===== src/standby_regs.svh =====
`ifndef STANDBY_REGS_SVH
`define STANDBY_REGS_SVH

`define CLK_PERIOD_NS        50
// stop-to-snooze: longest wait per oscillator frequency select, rounded down
`define STOP_SNOOZE_F0_NS    65000
`define STOP_SNOOZE_F1_NS    135000
`define STOP_SNOOZE_F0_CYC   (`STOP_SNOOZE_F0_NS / `CLK_PERIOD_NS)
`define STOP_SNOOZE_F1_CYC   (`STOP_SNOOZE_F1_NS / `CLK_PERIOD_NS)
// snooze-to-normal: least time per speed mode, rounded up
`define SNOOZE_NORM_HS_NS    4990
`define SNOOZE_NORM_LS_NS    1100
`define SNOOZE_NORM_HS_CYC   ((`SNOOZE_NORM_HS_NS + `CLK_PERIOD_NS - 1) / `CLK_PERIOD_NS)
`define SNOOZE_NORM_LS_CYC   ((`SNOOZE_NORM_LS_NS + `CLK_PERIOD_NS - 1) / `CLK_PERIOD_NS)
`define EXTRA_VECTORED_CYC   7
`define EXTRA_PLAIN_CYC      1
`define RESET_VECTOR_ADDR    16'h0000

// controller register byte offsets
`define REG_CTRL             5'h00
`define REG_CONFIG           5'h04
`define REG_STATUS           5'h08
`define REG_IRQ_STAT         5'h0C
`define REG_IRQ_MASK         5'h10

// control register fields
`define CTRL_STOP_BIT        0
`define CTRL_SERIAL_SNZ_BIT  1
`define CTRL_ADC_SNZ_BIT     2
`define CTRL_VECTOR_BIT      3
`define CTRL_TIMERS_OFF_BIT  4
`define CTRL_CMP_FILTER_BIT  5
`define CTRL_RESET           8'h00

// config register fields
`define CFG_FREQ_SEL_BIT     0
`define CFG_WUT_CLK_BIT      1
`define CFG_HS_MODE_BIT      2
`define CFG_WDT_ON_BIT       3
`define CFG_WDT_STBY_BIT     4
`define CFG_CPU_FAST_OSC_BIT 5
`define CFG_RESET            8'h24

// event bits of the status and mask registers
`define EV_WOKE_BIT          0
`define EV_FALLBACK_BIT      1
`define EV_RESET_BIT         2
`define EV_REFUSED_BIT       3
`define EV_WIDTH             4

`endif


===== src/standby_pkg.sv =====
package standby_pkg;
  typedef enum logic [2:0] {
    MODE_RUN,
    MODE_STOP,
    MODE_TO_SNOOZE,
    MODE_SNOOZE,
    MODE_TO_NORMAL,
    MODE_RESET
  } mode_t;
endpackage


===== src/standby_if.sv =====
`timescale 1ns/1ns
interface standby_if;
  import standby_pkg::*;
  logic  stop_req;
  logic  serial_snooze_enable;
  logic  adc_snooze_enable;
  logic  oscillator_frequency_select;
  logic  wakeup_timer_clock_select;
  logic  speed_mode_control;
  logic  watchdog_enable_option;
  logic  watchdog_standby_run_option;
  logic  cpu_on_fast_osc;
  logic  vector_enable;
  logic  timers_stopped;
  logic  cmp_filter_used;
  mode_t mode;
  logic  woke;
  logic  fell_back;
  logic  reset_done;

  modport dev (
    input  stop_req, serial_snooze_enable, adc_snooze_enable, oscillator_frequency_select,
           wakeup_timer_clock_select, speed_mode_control, watchdog_enable_option,
           watchdog_standby_run_option, cpu_on_fast_osc, vector_enable, timers_stopped,
           cmp_filter_used,
    output mode, woke, fell_back, reset_done
  );
  modport ctl (
    output stop_req, serial_snooze_enable, adc_snooze_enable, oscillator_frequency_select,
           wakeup_timer_clock_select, speed_mode_control, watchdog_enable_option,
           watchdog_standby_run_option, cpu_on_fast_osc, vector_enable, timers_stopped,
           cmp_filter_used,
    input  mode, woke, fell_back, reset_done
  );
endinterface


===== src/wait_timer.sv =====
`timescale 1ns/1ns
module wait_timer (
  input  wire logic        clk_i,
  input  wire logic        rst_i,
  input  wire logic        ce_i,
  input  wire logic        load_i,
  input  wire logic [11:0] count_i,
  output logic             done_o
);
  logic [11:0] cnt_ff;
  logic        busy_ff;

  // done pulses in the cycle the last count is consumed
  assign done_o = busy_ff && (cnt_ff == 12'h001);

  always_ff @(posedge clk_i) begin
    if (rst_i) begin
      cnt_ff  <= 12'h000;
      busy_ff <= 1'b0;
    end else if (ce_i) begin
      if (load_i) begin
        cnt_ff  <= count_i;
        busy_ff <= (count_i != 12'h000);
      end else if (busy_ff) begin
        cnt_ff  <= cnt_ff - 12'h001;
        busy_ff <= (cnt_ff != 12'h001);
      end
    end
  end
endmodule


===== src/standby_device.sv =====
// Behaviour
// - reset in stop leaves standby, reset sequence
// - after reset, fetch from vector address zero
// - only serial channels and converter start snooze
// - snooze enabled only on fast internal clock
// - serial snooze enable set just before stop
// - converter snooze enable set just before stop
// - stop-to-snooze wait per frequency select
// - snooze-to-normal with vectoring: time plus seven
// - snooze-to-normal without vectoring: time plus one
// - snooze gates cpu, runs internal oscillator only
// - slow oscillator by wake clock or watchdog
// - snooze stops cpu and ram, ports hold
// - other serial channels held disabled in snooze
// - comparator needs unused filter; others stay operable
// - event linker keeps linking in snooze
// - crc, guards, parity stopped through stop
// - software stops timers and buzzer before stop
// - software clears snooze enable after wake
//
// Design decisions made here: the address map and the Wishbone interface to the registers.
`timescale 1ns/1ns
`include "standby_regs.svh"
module standby_device (
  input  wire logic               clk_i,
  input  wire logic               rst_i,
  input  wire logic               ce_i,
  standby_if.dev                  link,
  input  wire logic               reset_source_i,
  input  wire logic               serial_activity_i,
  input  wire logic               adc_trigger_i,
  input  wire logic               serial_irq_i,
  input  wire logic               adc_irq_i,
  input  wire logic               periph_idle_i,
  output logic                    cpu_clk_en_o,
  output logic                    cpu_ram_run_o,
  output logic                    fast_osc_run_o,
  output logic                    crystal_run_o,
  output logic                    ext_clk_accept_o,
  output logic                    slow_osc_run_o,
  output logic                    port_hold_o,
  output logic                    serial_snz_ch_en_o,
  output logic                    serial_other_en_o,
  output logic                    adc_en_o,
  output logic                    cmp_en_o,
  output logic                    aux_periph_en_o,
  output logic                    event_linker_en_o,
  output logic                    safety_run_o,
  output logic                    fetch_o,
  output logic [15:0]             fetch_addr_o,
  output standby_pkg::mode_t      mode_o
);
  import standby_pkg::*;

  mode_t       state_ff;
  mode_t       nxt_state;
  logic        serial_arm_ff;
  logic        adc_arm_ff;
  logic        woke_ff;
  logic        fell_back_ff;
  logic        reset_done_ff;
  logic        fetch_ff;
  logic        safety_run_ff;
  logic        load;
  logic [11:0] load_count;
  logic        timer_done;
  logic        wake_req;
  logic        snz_start;

  function automatic logic [11:0] stop_snooze_cycles(input logic freq_sel);
    stop_snooze_cycles = freq_sel ? 12'(`STOP_SNOOZE_F1_CYC) : 12'(`STOP_SNOOZE_F0_CYC);
  endfunction

  function automatic logic [11:0] snooze_normal_cycles(input logic hs, input logic vect);
    logic [11:0] base;
    logic [11:0] extra;
    base  = hs ? 12'(`SNOOZE_NORM_HS_CYC) : 12'(`SNOOZE_NORM_LS_CYC);
    extra = vect ? 12'(`EXTRA_VECTORED_CYC) : 12'(`EXTRA_PLAIN_CYC);
    snooze_normal_cycles = base + extra;
  endfunction

  wait_timer u_wait_timer (
    .clk_i   (clk_i),
    .rst_i   (rst_i),
    .ce_i    (ce_i),
    .load_i  (load),
    .count_i (load_count),
    .done_o  (timer_done)
  );

  // only the armed serial channel or converter may start a snooze or wake from it
  assign snz_start = (serial_arm_ff && serial_activity_i) || (adc_arm_ff && adc_trigger_i);
  assign wake_req  = (serial_arm_ff && serial_irq_i) || (adc_arm_ff && adc_irq_i);

  always_comb begin
    nxt_state  = state_ff;
    load       = 1'b0;
    load_count = 12'h000;
    if (reset_source_i) begin
      nxt_state = MODE_RESET;
    end else begin
      case (state_ff)
        MODE_RUN: begin
          if (link.stop_req) begin
            nxt_state = MODE_STOP;
          end
        end
        MODE_STOP: begin
          if (snz_start) begin
            nxt_state  = MODE_TO_SNOOZE;
            load       = 1'b1;
            load_count = stop_snooze_cycles(link.oscillator_frequency_select);
          end
        end
        MODE_TO_SNOOZE: begin
          if (timer_done) begin
            nxt_state = MODE_SNOOZE;
          end
        end
        MODE_SNOOZE: begin
          if (wake_req) begin
            nxt_state  = MODE_TO_NORMAL;
            load       = 1'b1;
            load_count = snooze_normal_cycles(link.speed_mode_control, link.vector_enable);
          end else if (periph_idle_i) begin
            nxt_state = MODE_STOP;
          end
        end
        MODE_TO_NORMAL: begin
          if (timer_done) begin
            nxt_state = MODE_RUN;
          end
        end
        MODE_RESET: begin
          nxt_state = MODE_RUN;
        end
        default: begin
          nxt_state = MODE_RESET;
        end
      endcase
    end
  end

  always_ff @(posedge clk_i) begin
    if (rst_i) begin
      state_ff <= MODE_RESET;
    end else if (ce_i) begin
      state_ff <= nxt_state;
    end
  end

  // enables are sampled at stop entry; software writes them just before
  // stop and may clear them on wake without disturbing a snooze in flight
  always_ff @(posedge clk_i) begin
    if (rst_i) begin
      serial_arm_ff <= 1'b0;
      adc_arm_ff    <= 1'b0;
    end else if (ce_i) begin
      if (state_ff == MODE_RUN && link.stop_req) begin
        serial_arm_ff <= link.serial_snooze_enable && link.cpu_on_fast_osc;
        adc_arm_ff    <= link.adc_snooze_enable && link.cpu_on_fast_osc;
      end else if (nxt_state == MODE_RUN || nxt_state == MODE_RESET) begin
        serial_arm_ff <= 1'b0;
        adc_arm_ff    <= 1'b0;
      end
    end
  end

  // safety functions stop as stop is entered and restart only in run
  always_ff @(posedge clk_i) begin
    if (rst_i) begin
      safety_run_ff <= 1'b1;
    end else if (ce_i) begin
      safety_run_ff <= (nxt_state == MODE_RUN);
    end
  end

  always_ff @(posedge clk_i) begin
    if (rst_i) begin
      woke_ff       <= 1'b0;
      fell_back_ff  <= 1'b0;
      reset_done_ff <= 1'b0;
      fetch_ff      <= 1'b0;
    end else if (ce_i) begin
      woke_ff       <= (state_ff == MODE_TO_NORMAL) && (nxt_state == MODE_RUN);
      fell_back_ff  <= (state_ff == MODE_SNOOZE) && (nxt_state == MODE_STOP);
      reset_done_ff <= (state_ff == MODE_RESET) && (nxt_state == MODE_RUN);
      fetch_ff      <= (state_ff == MODE_RESET) && (nxt_state == MODE_RUN);
    end
  end

  assign fetch_o        = fetch_ff;
  assign fetch_addr_o   = `RESET_VECTOR_ADDR;
  assign mode_o         = state_ff;
  assign link.mode      = state_ff;
  assign link.woke      = woke_ff;
  assign link.fell_back = fell_back_ff;
  assign link.reset_done = reset_done_ff;
  assign safety_run_o   = safety_run_ff;

  // clock and peripheral gating per mode
  always_comb begin
    cpu_clk_en_o       = 1'b0;
    cpu_ram_run_o      = 1'b0;
    fast_osc_run_o     = 1'b0;
    crystal_run_o      = 1'b0;
    ext_clk_accept_o   = 1'b0;
    slow_osc_run_o     = 1'b0;
    port_hold_o        = 1'b0;
    serial_snz_ch_en_o = 1'b0;
    serial_other_en_o  = 1'b0;
    adc_en_o           = 1'b0;
    cmp_en_o           = 1'b0;
    aux_periph_en_o    = 1'b0;
    event_linker_en_o  = 1'b0;
    case (state_ff)
      MODE_RUN: begin
        cpu_clk_en_o      = 1'b1;
        cpu_ram_run_o     = 1'b1;
        fast_osc_run_o    = 1'b1;
        crystal_run_o     = 1'b1;
        ext_clk_accept_o  = 1'b1;
        slow_osc_run_o    = 1'b1;
        serial_snz_ch_en_o = 1'b1;
        serial_other_en_o = 1'b1;
        adc_en_o          = 1'b1;
        cmp_en_o          = 1'b1;
        aux_periph_en_o   = 1'b1;
        event_linker_en_o = 1'b1;
      end
      MODE_SNOOZE, MODE_TO_SNOOZE, MODE_TO_NORMAL, MODE_STOP: begin
        // cpu clock gated, crystal stopped, external clock ignored
        fast_osc_run_o     = (state_ff != MODE_STOP);
        port_hold_o        = 1'b1;
        // slow oscillator follows wake clock select, else watchdog options
        slow_osc_run_o     = link.wakeup_timer_clock_select ||
                             (link.watchdog_enable_option &&
                              link.watchdog_standby_run_option);
        serial_snz_ch_en_o = serial_arm_ff;
        serial_other_en_o  = 1'b0;
        adc_en_o           = adc_arm_ff || (state_ff != MODE_STOP);
        cmp_en_o           = !link.cmp_filter_used;
        aux_periph_en_o    = 1'b1;
        event_linker_en_o  = 1'b1;
      end
      default: begin
        cpu_clk_en_o = 1'b0;
      end
    endcase
  end
endmodule


===== src/flat_wrapper.sv =====
// flat-port wrapper written by rule: the top's interface ports become plain ports
module standby_device_flat import standby_pkg::*;
  (clk_i, rst_i, ce_i, reset_source_i, serial_activity_i, adc_trigger_i, serial_irq_i, adc_irq_i, periph_idle_i, cpu_clk_en_o, cpu_ram_run_o, fast_osc_run_o, crystal_run_o, ext_clk_accept_o, slow_osc_run_o, port_hold_o, serial_snz_ch_en_o, serial_other_en_o, adc_en_o, cmp_en_o, aux_periph_en_o, event_linker_en_o, safety_run_o, fetch_o, fetch_addr_o, mode_o, link_stop_req, link_serial_snooze_enable, link_adc_snooze_enable, link_oscillator_frequency_select, link_wakeup_timer_clock_select, link_speed_mode_control, link_watchdog_enable_option, link_watchdog_standby_run_option, link_cpu_on_fast_osc, link_vector_enable, link_timers_stopped, link_cmp_filter_used, link_mode, link_woke, link_fell_back, link_reset_done);
  standby_if link_i ();
  input  wire logic clk_i;
  input  wire logic rst_i;
  input  wire logic ce_i;
  input  wire logic reset_source_i;
  input  wire logic serial_activity_i;
  input  wire logic adc_trigger_i;
  input  wire logic serial_irq_i;
  input  wire logic adc_irq_i;
  input  wire logic periph_idle_i;
  output logic cpu_clk_en_o;
  output logic cpu_ram_run_o;
  output logic fast_osc_run_o;
  output logic crystal_run_o;
  output logic ext_clk_accept_o;
  output logic slow_osc_run_o;
  output logic port_hold_o;
  output logic serial_snz_ch_en_o;
  output logic serial_other_en_o;
  output logic adc_en_o;
  output logic cmp_en_o;
  output logic aux_periph_en_o;
  output logic event_linker_en_o;
  output logic safety_run_o;
  output logic fetch_o;
  output logic [15:0] fetch_addr_o;
  output standby_pkg::mode_t mode_o;
  input wire logic [$bits(link_i.stop_req)-1:0] link_stop_req;
  input wire logic [$bits(link_i.serial_snooze_enable)-1:0] link_serial_snooze_enable;
  input wire logic [$bits(link_i.adc_snooze_enable)-1:0] link_adc_snooze_enable;
  input wire logic [$bits(link_i.oscillator_frequency_select)-1:0] link_oscillator_frequency_select;
  input wire logic [$bits(link_i.wakeup_timer_clock_select)-1:0] link_wakeup_timer_clock_select;
  input wire logic [$bits(link_i.speed_mode_control)-1:0] link_speed_mode_control;
  input wire logic [$bits(link_i.watchdog_enable_option)-1:0] link_watchdog_enable_option;
  input wire logic [$bits(link_i.watchdog_standby_run_option)-1:0] link_watchdog_standby_run_option;
  input wire logic [$bits(link_i.cpu_on_fast_osc)-1:0] link_cpu_on_fast_osc;
  input wire logic [$bits(link_i.vector_enable)-1:0] link_vector_enable;
  input wire logic [$bits(link_i.timers_stopped)-1:0] link_timers_stopped;
  input wire logic [$bits(link_i.cmp_filter_used)-1:0] link_cmp_filter_used;
  output wire logic [$bits(link_i.mode)-1:0] link_mode;
  output wire logic [$bits(link_i.woke)-1:0] link_woke;
  output wire logic [$bits(link_i.fell_back)-1:0] link_fell_back;
  output wire logic [$bits(link_i.reset_done)-1:0] link_reset_done;
  assign link_i.stop_req = link_stop_req;
  assign link_i.serial_snooze_enable = link_serial_snooze_enable;
  assign link_i.adc_snooze_enable = link_adc_snooze_enable;
  assign link_i.oscillator_frequency_select = link_oscillator_frequency_select;
  assign link_i.wakeup_timer_clock_select = link_wakeup_timer_clock_select;
  assign link_i.speed_mode_control = link_speed_mode_control;
  assign link_i.watchdog_enable_option = link_watchdog_enable_option;
  assign link_i.watchdog_standby_run_option = link_watchdog_standby_run_option;
  assign link_i.cpu_on_fast_osc = link_cpu_on_fast_osc;
  assign link_i.vector_enable = link_vector_enable;
  assign link_i.timers_stopped = link_timers_stopped;
  assign link_i.cmp_filter_used = link_cmp_filter_used;
  assign link_mode = link_i.mode;
  assign link_woke = link_i.woke;
  assign link_fell_back = link_i.fell_back;
  assign link_reset_done = link_i.reset_done;
  standby_device u_core (.clk_i(clk_i), .rst_i(rst_i), .ce_i(ce_i), .link(link_i), .reset_source_i(reset_source_i), .serial_activity_i(serial_activity_i), .adc_trigger_i(adc_trigger_i), .serial_irq_i(serial_irq_i), .adc_irq_i(adc_irq_i), .periph_idle_i(periph_idle_i), .cpu_clk_en_o(cpu_clk_en_o), .cpu_ram_run_o(cpu_ram_run_o), .fast_osc_run_o(fast_osc_run_o), .crystal_run_o(crystal_run_o), .ext_clk_accept_o(ext_clk_accept_o), .slow_osc_run_o(slow_osc_run_o), .port_hold_o(port_hold_o), .serial_snz_ch_en_o(serial_snz_ch_en_o), .serial_other_en_o(serial_other_en_o), .adc_en_o(adc_en_o), .cmp_en_o(cmp_en_o), .aux_periph_en_o(aux_periph_en_o), .event_linker_en_o(event_linker_en_o), .safety_run_o(safety_run_o), .fetch_o(fetch_o), .fetch_addr_o(fetch_addr_o), .mode_o(mode_o));
endmodule

===== config.mk =====
export PLATFORM = sky130hd
export DESIGN_NAME = standby_device_flat
export DESIGN_NICKNAME = d
export VERILOG_FILES = /design/src/standby_pkg.sv /design/src/standby_if.sv /design/src/wait_timer.sv /design/src/standby_device.sv /design/src/flat_wrapper.sv
export VERILOG_INCLUDE_DIRS = /design/src
export SDC_FILE = /design/constraint.sdc
export NUM_CORES = 1
export LEC_CHECK = 0
export BUFFER_PORTS_ARGS = -buffer_cell sky130_fd_sc_hd__buf_4
export CAP_MARGIN = 40
export CORE_MARGIN = 2
export CORE_UTILIZATION = 54
export DETAILED_ROUTE_END_ITERATION = 10
export GPL_TIMING_DRIVEN = 0
export PLACE_DENSITY = 0.86
export SLEW_MARGIN = 20
export SYNTH_ARGS = -nofsm -noshare
export SYNTH_HDL_FRONTEND = slang
export SYNTH_SLANG_ARGS = --single-unit

===== constraint.sdc =====
create_clock -name clk_i -period 2.86 [get_ports clk_i]
set_input_delay 0.286 -clock clk_i [delete_from_list [all_inputs] [get_ports clk_i]]
set_output_delay 0.286 -clock clk_i [all_outputs]
set_load 0.005 [all_outputs]

==> results by group <==
Route
  • Drt total wl: about 4500 um
  • Post-route DRC: 0
  • 1st-pass router iterations: 4
  • Antenna Nets Post-Route: 0
  • Via density per instance: between 5 and 6
  • DR WL/cell: roughly 14 um
  • 1st-iter DRT viols: between 50 and 60
  • Vias: 1,810

Die
  • Row cnt: 20
  • Core region area: 3053 um^2
  • Die Ht: about 61 um
  • Overall die width: 60.65 um
  • Die area: roughly 3700 um^2
  • Top Ports: 61
  • Initial Utilization: about 57%

CTS
  • Post-CTS Setup Inserts: 0
  • H-tree depth: 1
  • Post-CTS Hold Buffers: 0
  • Worst-Skew Late Latency: around 320 ps
  • PostCTS Resize Cnt: 0
  • Num Clock Sinks: 22
  • Reg clk slew, reported paths: 130 ps
  • Worst-case clock buffer depth: 2
  • TritonCTS clock tree: built
  • Root Buffer: clkbuf_4
  • TritonCTS buffer count: 3

Place
  • DP HPWL: around 3500 um
  • Pre-CTS setup slack: between 600 and 700 ps
  • RD Place Congestion: 0.9432
  • IO Port Bufs: 43

Critical path
  • Crit-path most repeated cell: buf_4
  • WP data arrival: 2010 ps
  • Worst r2r src: u_core.u_wait_timer.cnt_ff[0]
  • Worst-path fanout max: 10
  • Critical R2R Capture: u_core.u_wait_timer.cnt_ff[8]
  • CP peak stage delay: approximately 580 ps
  • Worst path cell trace: buf_2 -> clkbuf_1 -> nor3_1 -> buf_4 -> buf_4
  • Critical Path RT: 2570 ps
  • Startpoint class of the critical path: flip-flop
  • R2R Setup Slk: a little under 600 ps
  • CP Class: flip-flop to output pin
  • CP max-delay cell: nor3_1
  • CP Capture Type: output pin
  • Depth of the most critical reg-to-reg path: 7

Synth
  • Yosys cell types: 56
  • Sequential area share after synthesis: 25.42%
  • Cells after synthesis: around 220
  • Number of synthesized flops with an enable pin: 0
  • Yosys warnings: 0
  • Top post-synthesis cells by area: dfxtp_1 (25%), buf_4 (11%), a21oi_1 (6.1%), o21ai_0 (4.3%), nor2_1 (4.1%)
  • #FFs+latches synth: 22
  • Synthesized area: around 1700 um^2
  • Area share of the largest cell type after synthesis: about 25%
  • Avg Inst Size Synth: between 7 and 8 um^2
  • Synth Flop Type: dfxtp_1
  • Post-synth ARST share: 0%
  • Yosys top cell by area: dfxtp_1

STA
  • Fin. Hold Viols: 0
  • Final worst setup slack: about 560 ps
  • Fmax: roughly 430 MHz
  • Setup-failing EPs final: 0
  • Final Cycle Share: between 80% and 90%
  • Crit path time final: ~2300 ps
  • Worst Skew: ~6.6 ps
  • Unrepaired setup endpoints after global routing: no
  • Count of pins over their slew limit: 0
  • Worst-Margin Slew: 659.7 ps
  • Max-slew headroom: 55.40%
  • Sum Neg Setup Slack: 0 ps

Worst hold path
  • HP Class: primary input to flip-flop
  • Min-delay src: link_serial_snooze_enable
  • Worst-case hold path end point: u_core.serial_arm_ff
  • Worst Hold Path Cells: 3

Power and ir drop
  • Pwr/cell area: about 300 nW/um^2
  • Cell leakage power: around 0.0010 uW
  • Peak supply drop: roughly 0.23 mV

Finish
  • Antenna diodes: 0
  • Nets: 309
  • Most frequent cells in the layout: buf_4 (68), dfxtp_1 (22), a21oi_1 (21), nor2_1 (19), conb_1 (16)
  • Area growth syn-to-layout: 27.15%
  • # fillers: about 270
  • Leading cell type in the layout, fill and taps excluded: buf_4
  • Share of cells above drive strength 1: a little under a third

Global routing
  • Vias in the first global route: approximately 1,600
  • First-pass GRT wire length: between 6000 and 7000 um
  • Initial antenna violation count: 0
  • Gr busiest metal: met2
  • Gr ovfl total: 0
  • Largest net degree at the start of global routing: 13
  • M2 GR Usage: between 40% and 50%
  • Met3 GRT Util: under 10%
  • Met1 GRT Util: ~30%
  • GRT Total Usage: 25.16%

Job
  • # Max-Cap Violations: 0

Run status
  • Status: completed
sequential cells by signal, indices dropped and copies added (netlist names):
| signal | count |
|---|---|
| u_core.link.mode | 3 |
| u_core.u_wait_timer.busy_ff | 1 |
| u_core.adc_arm_ff | 1 |
| u_core.safety_run_o | 1 |
| u_core.link.woke | 1 |
| u_core.serial_arm_ff | 1 |
| u_core.fetch_o | 1 |
| u_core.link.fell_back | 1 |
| u_core.u_wait_timer.cnt_ff | 12 |
through the flow:
stage	total power [uW]	instance area [um^2]	hold slack (ps)	utilization (%)	std cells
floorplan	424.8	1789	405.6	-	236
global placement	487.9	2167	451.6	70.98	323
detailed placement	491.2	2167	459.6	70.98	323
CTS	666.6	2203	181.5	72.17	327
global route	694.8	2203	200.6	72.17	327
finish	664.6	2203	186.9	72.17	327
area by class of cell:
type | count | area (um^2) | share of cell area [%]
multi-input cells | 170 | 1071 | 48.61
flip-flops and latches | 22 | 440.4 | 19.99
repair buffers | 43 | 322.8 | 14.65
plain buffers | 35 | 244.0 | 11.07
well taps | 44 | 55.05 | 2.499
clock buffers | 4 | 36.28 | 1.647
inverters | 9 | 33.78 | 1.533
cell usage after synthesis, types with 3 or more instances:
master,number
a211oi_1,3
a21o_1,4
a21oi_1,21
and2_1,3
buf_4,25
clkbuf_1,5
dfxtp_1,22
ha_1,4
inv_1,9
nand2_1,12
nand2b_1,4
nand3_1,8
nand4_1,4
nor2_1,19
nor2b_1,3
nor3_1,6
nor3b_1,4
o21ai_0,15
where the power goes:
part           switching (uW)  leakage, uW  internal (uW)
clock                     100    0.0000210           78.0
sequential               5.84     0.000178            312
combinational            78.2     0.000803           90.5
total                     184      0.00100            480
metal layers:
layer,wire (um),vias up
li1,-,890
met2,2229,95
met4,70,0
met5,0,-
met3,374,9
met1,1788,816
critical path: cells and delay by family, from the launching register on:
kind / cells / cell delay [ps]
flops: 1 / 370
buf+inv: 4 / 740
simple gates: 1 / 580
cell families (layout without fill, tap and decap cells):
group / Yosys count / in the layout / share of synthesized area, %
DFF: 22 / 22 / 25.42
and+or+nand+nor: 79 / 79 / 25.63
xor gates and xnor gates: 1 / 1 / 0.5055
adders and majority gates: 6 / 6 / 4.043
buffers and inverters: 44 / 91 / 16.03
other: 1 / 16 / 0.2164
AOI/OAI and AO/OA: 68 / 68 / 28.16
worst max path at each step:
| stage | from | endpoint | slack, ps | cells past startpoint |
|---|---|---|---|---|
| final | u_core.link.mode[1] | crystal_run_o | 560 | 5 |
| after global placement | u_core.u_wait_timer.cnt_ff[0] | u_core.u_wait_timer.cnt_ff[8] | 690 | 7 |
| after floorplan | u_core.u_wait_timer.cnt_ff[0] | u_core.u_wait_timer.cnt_ff[8] | 980 | 7 |
| after global routing | u_core.link.mode[1] | serial_other_en_o | 410 | 5 |
| after detailed placement | u_core.u_wait_timer.cnt_ff[0] | u_core.u_wait_timer.cnt_ff[8] | 660 | 7 |
| after CTS | u_core.link.mode[1] | crystal_run_o | 540 | 5 |
Power figures use the tool's default switching activity.
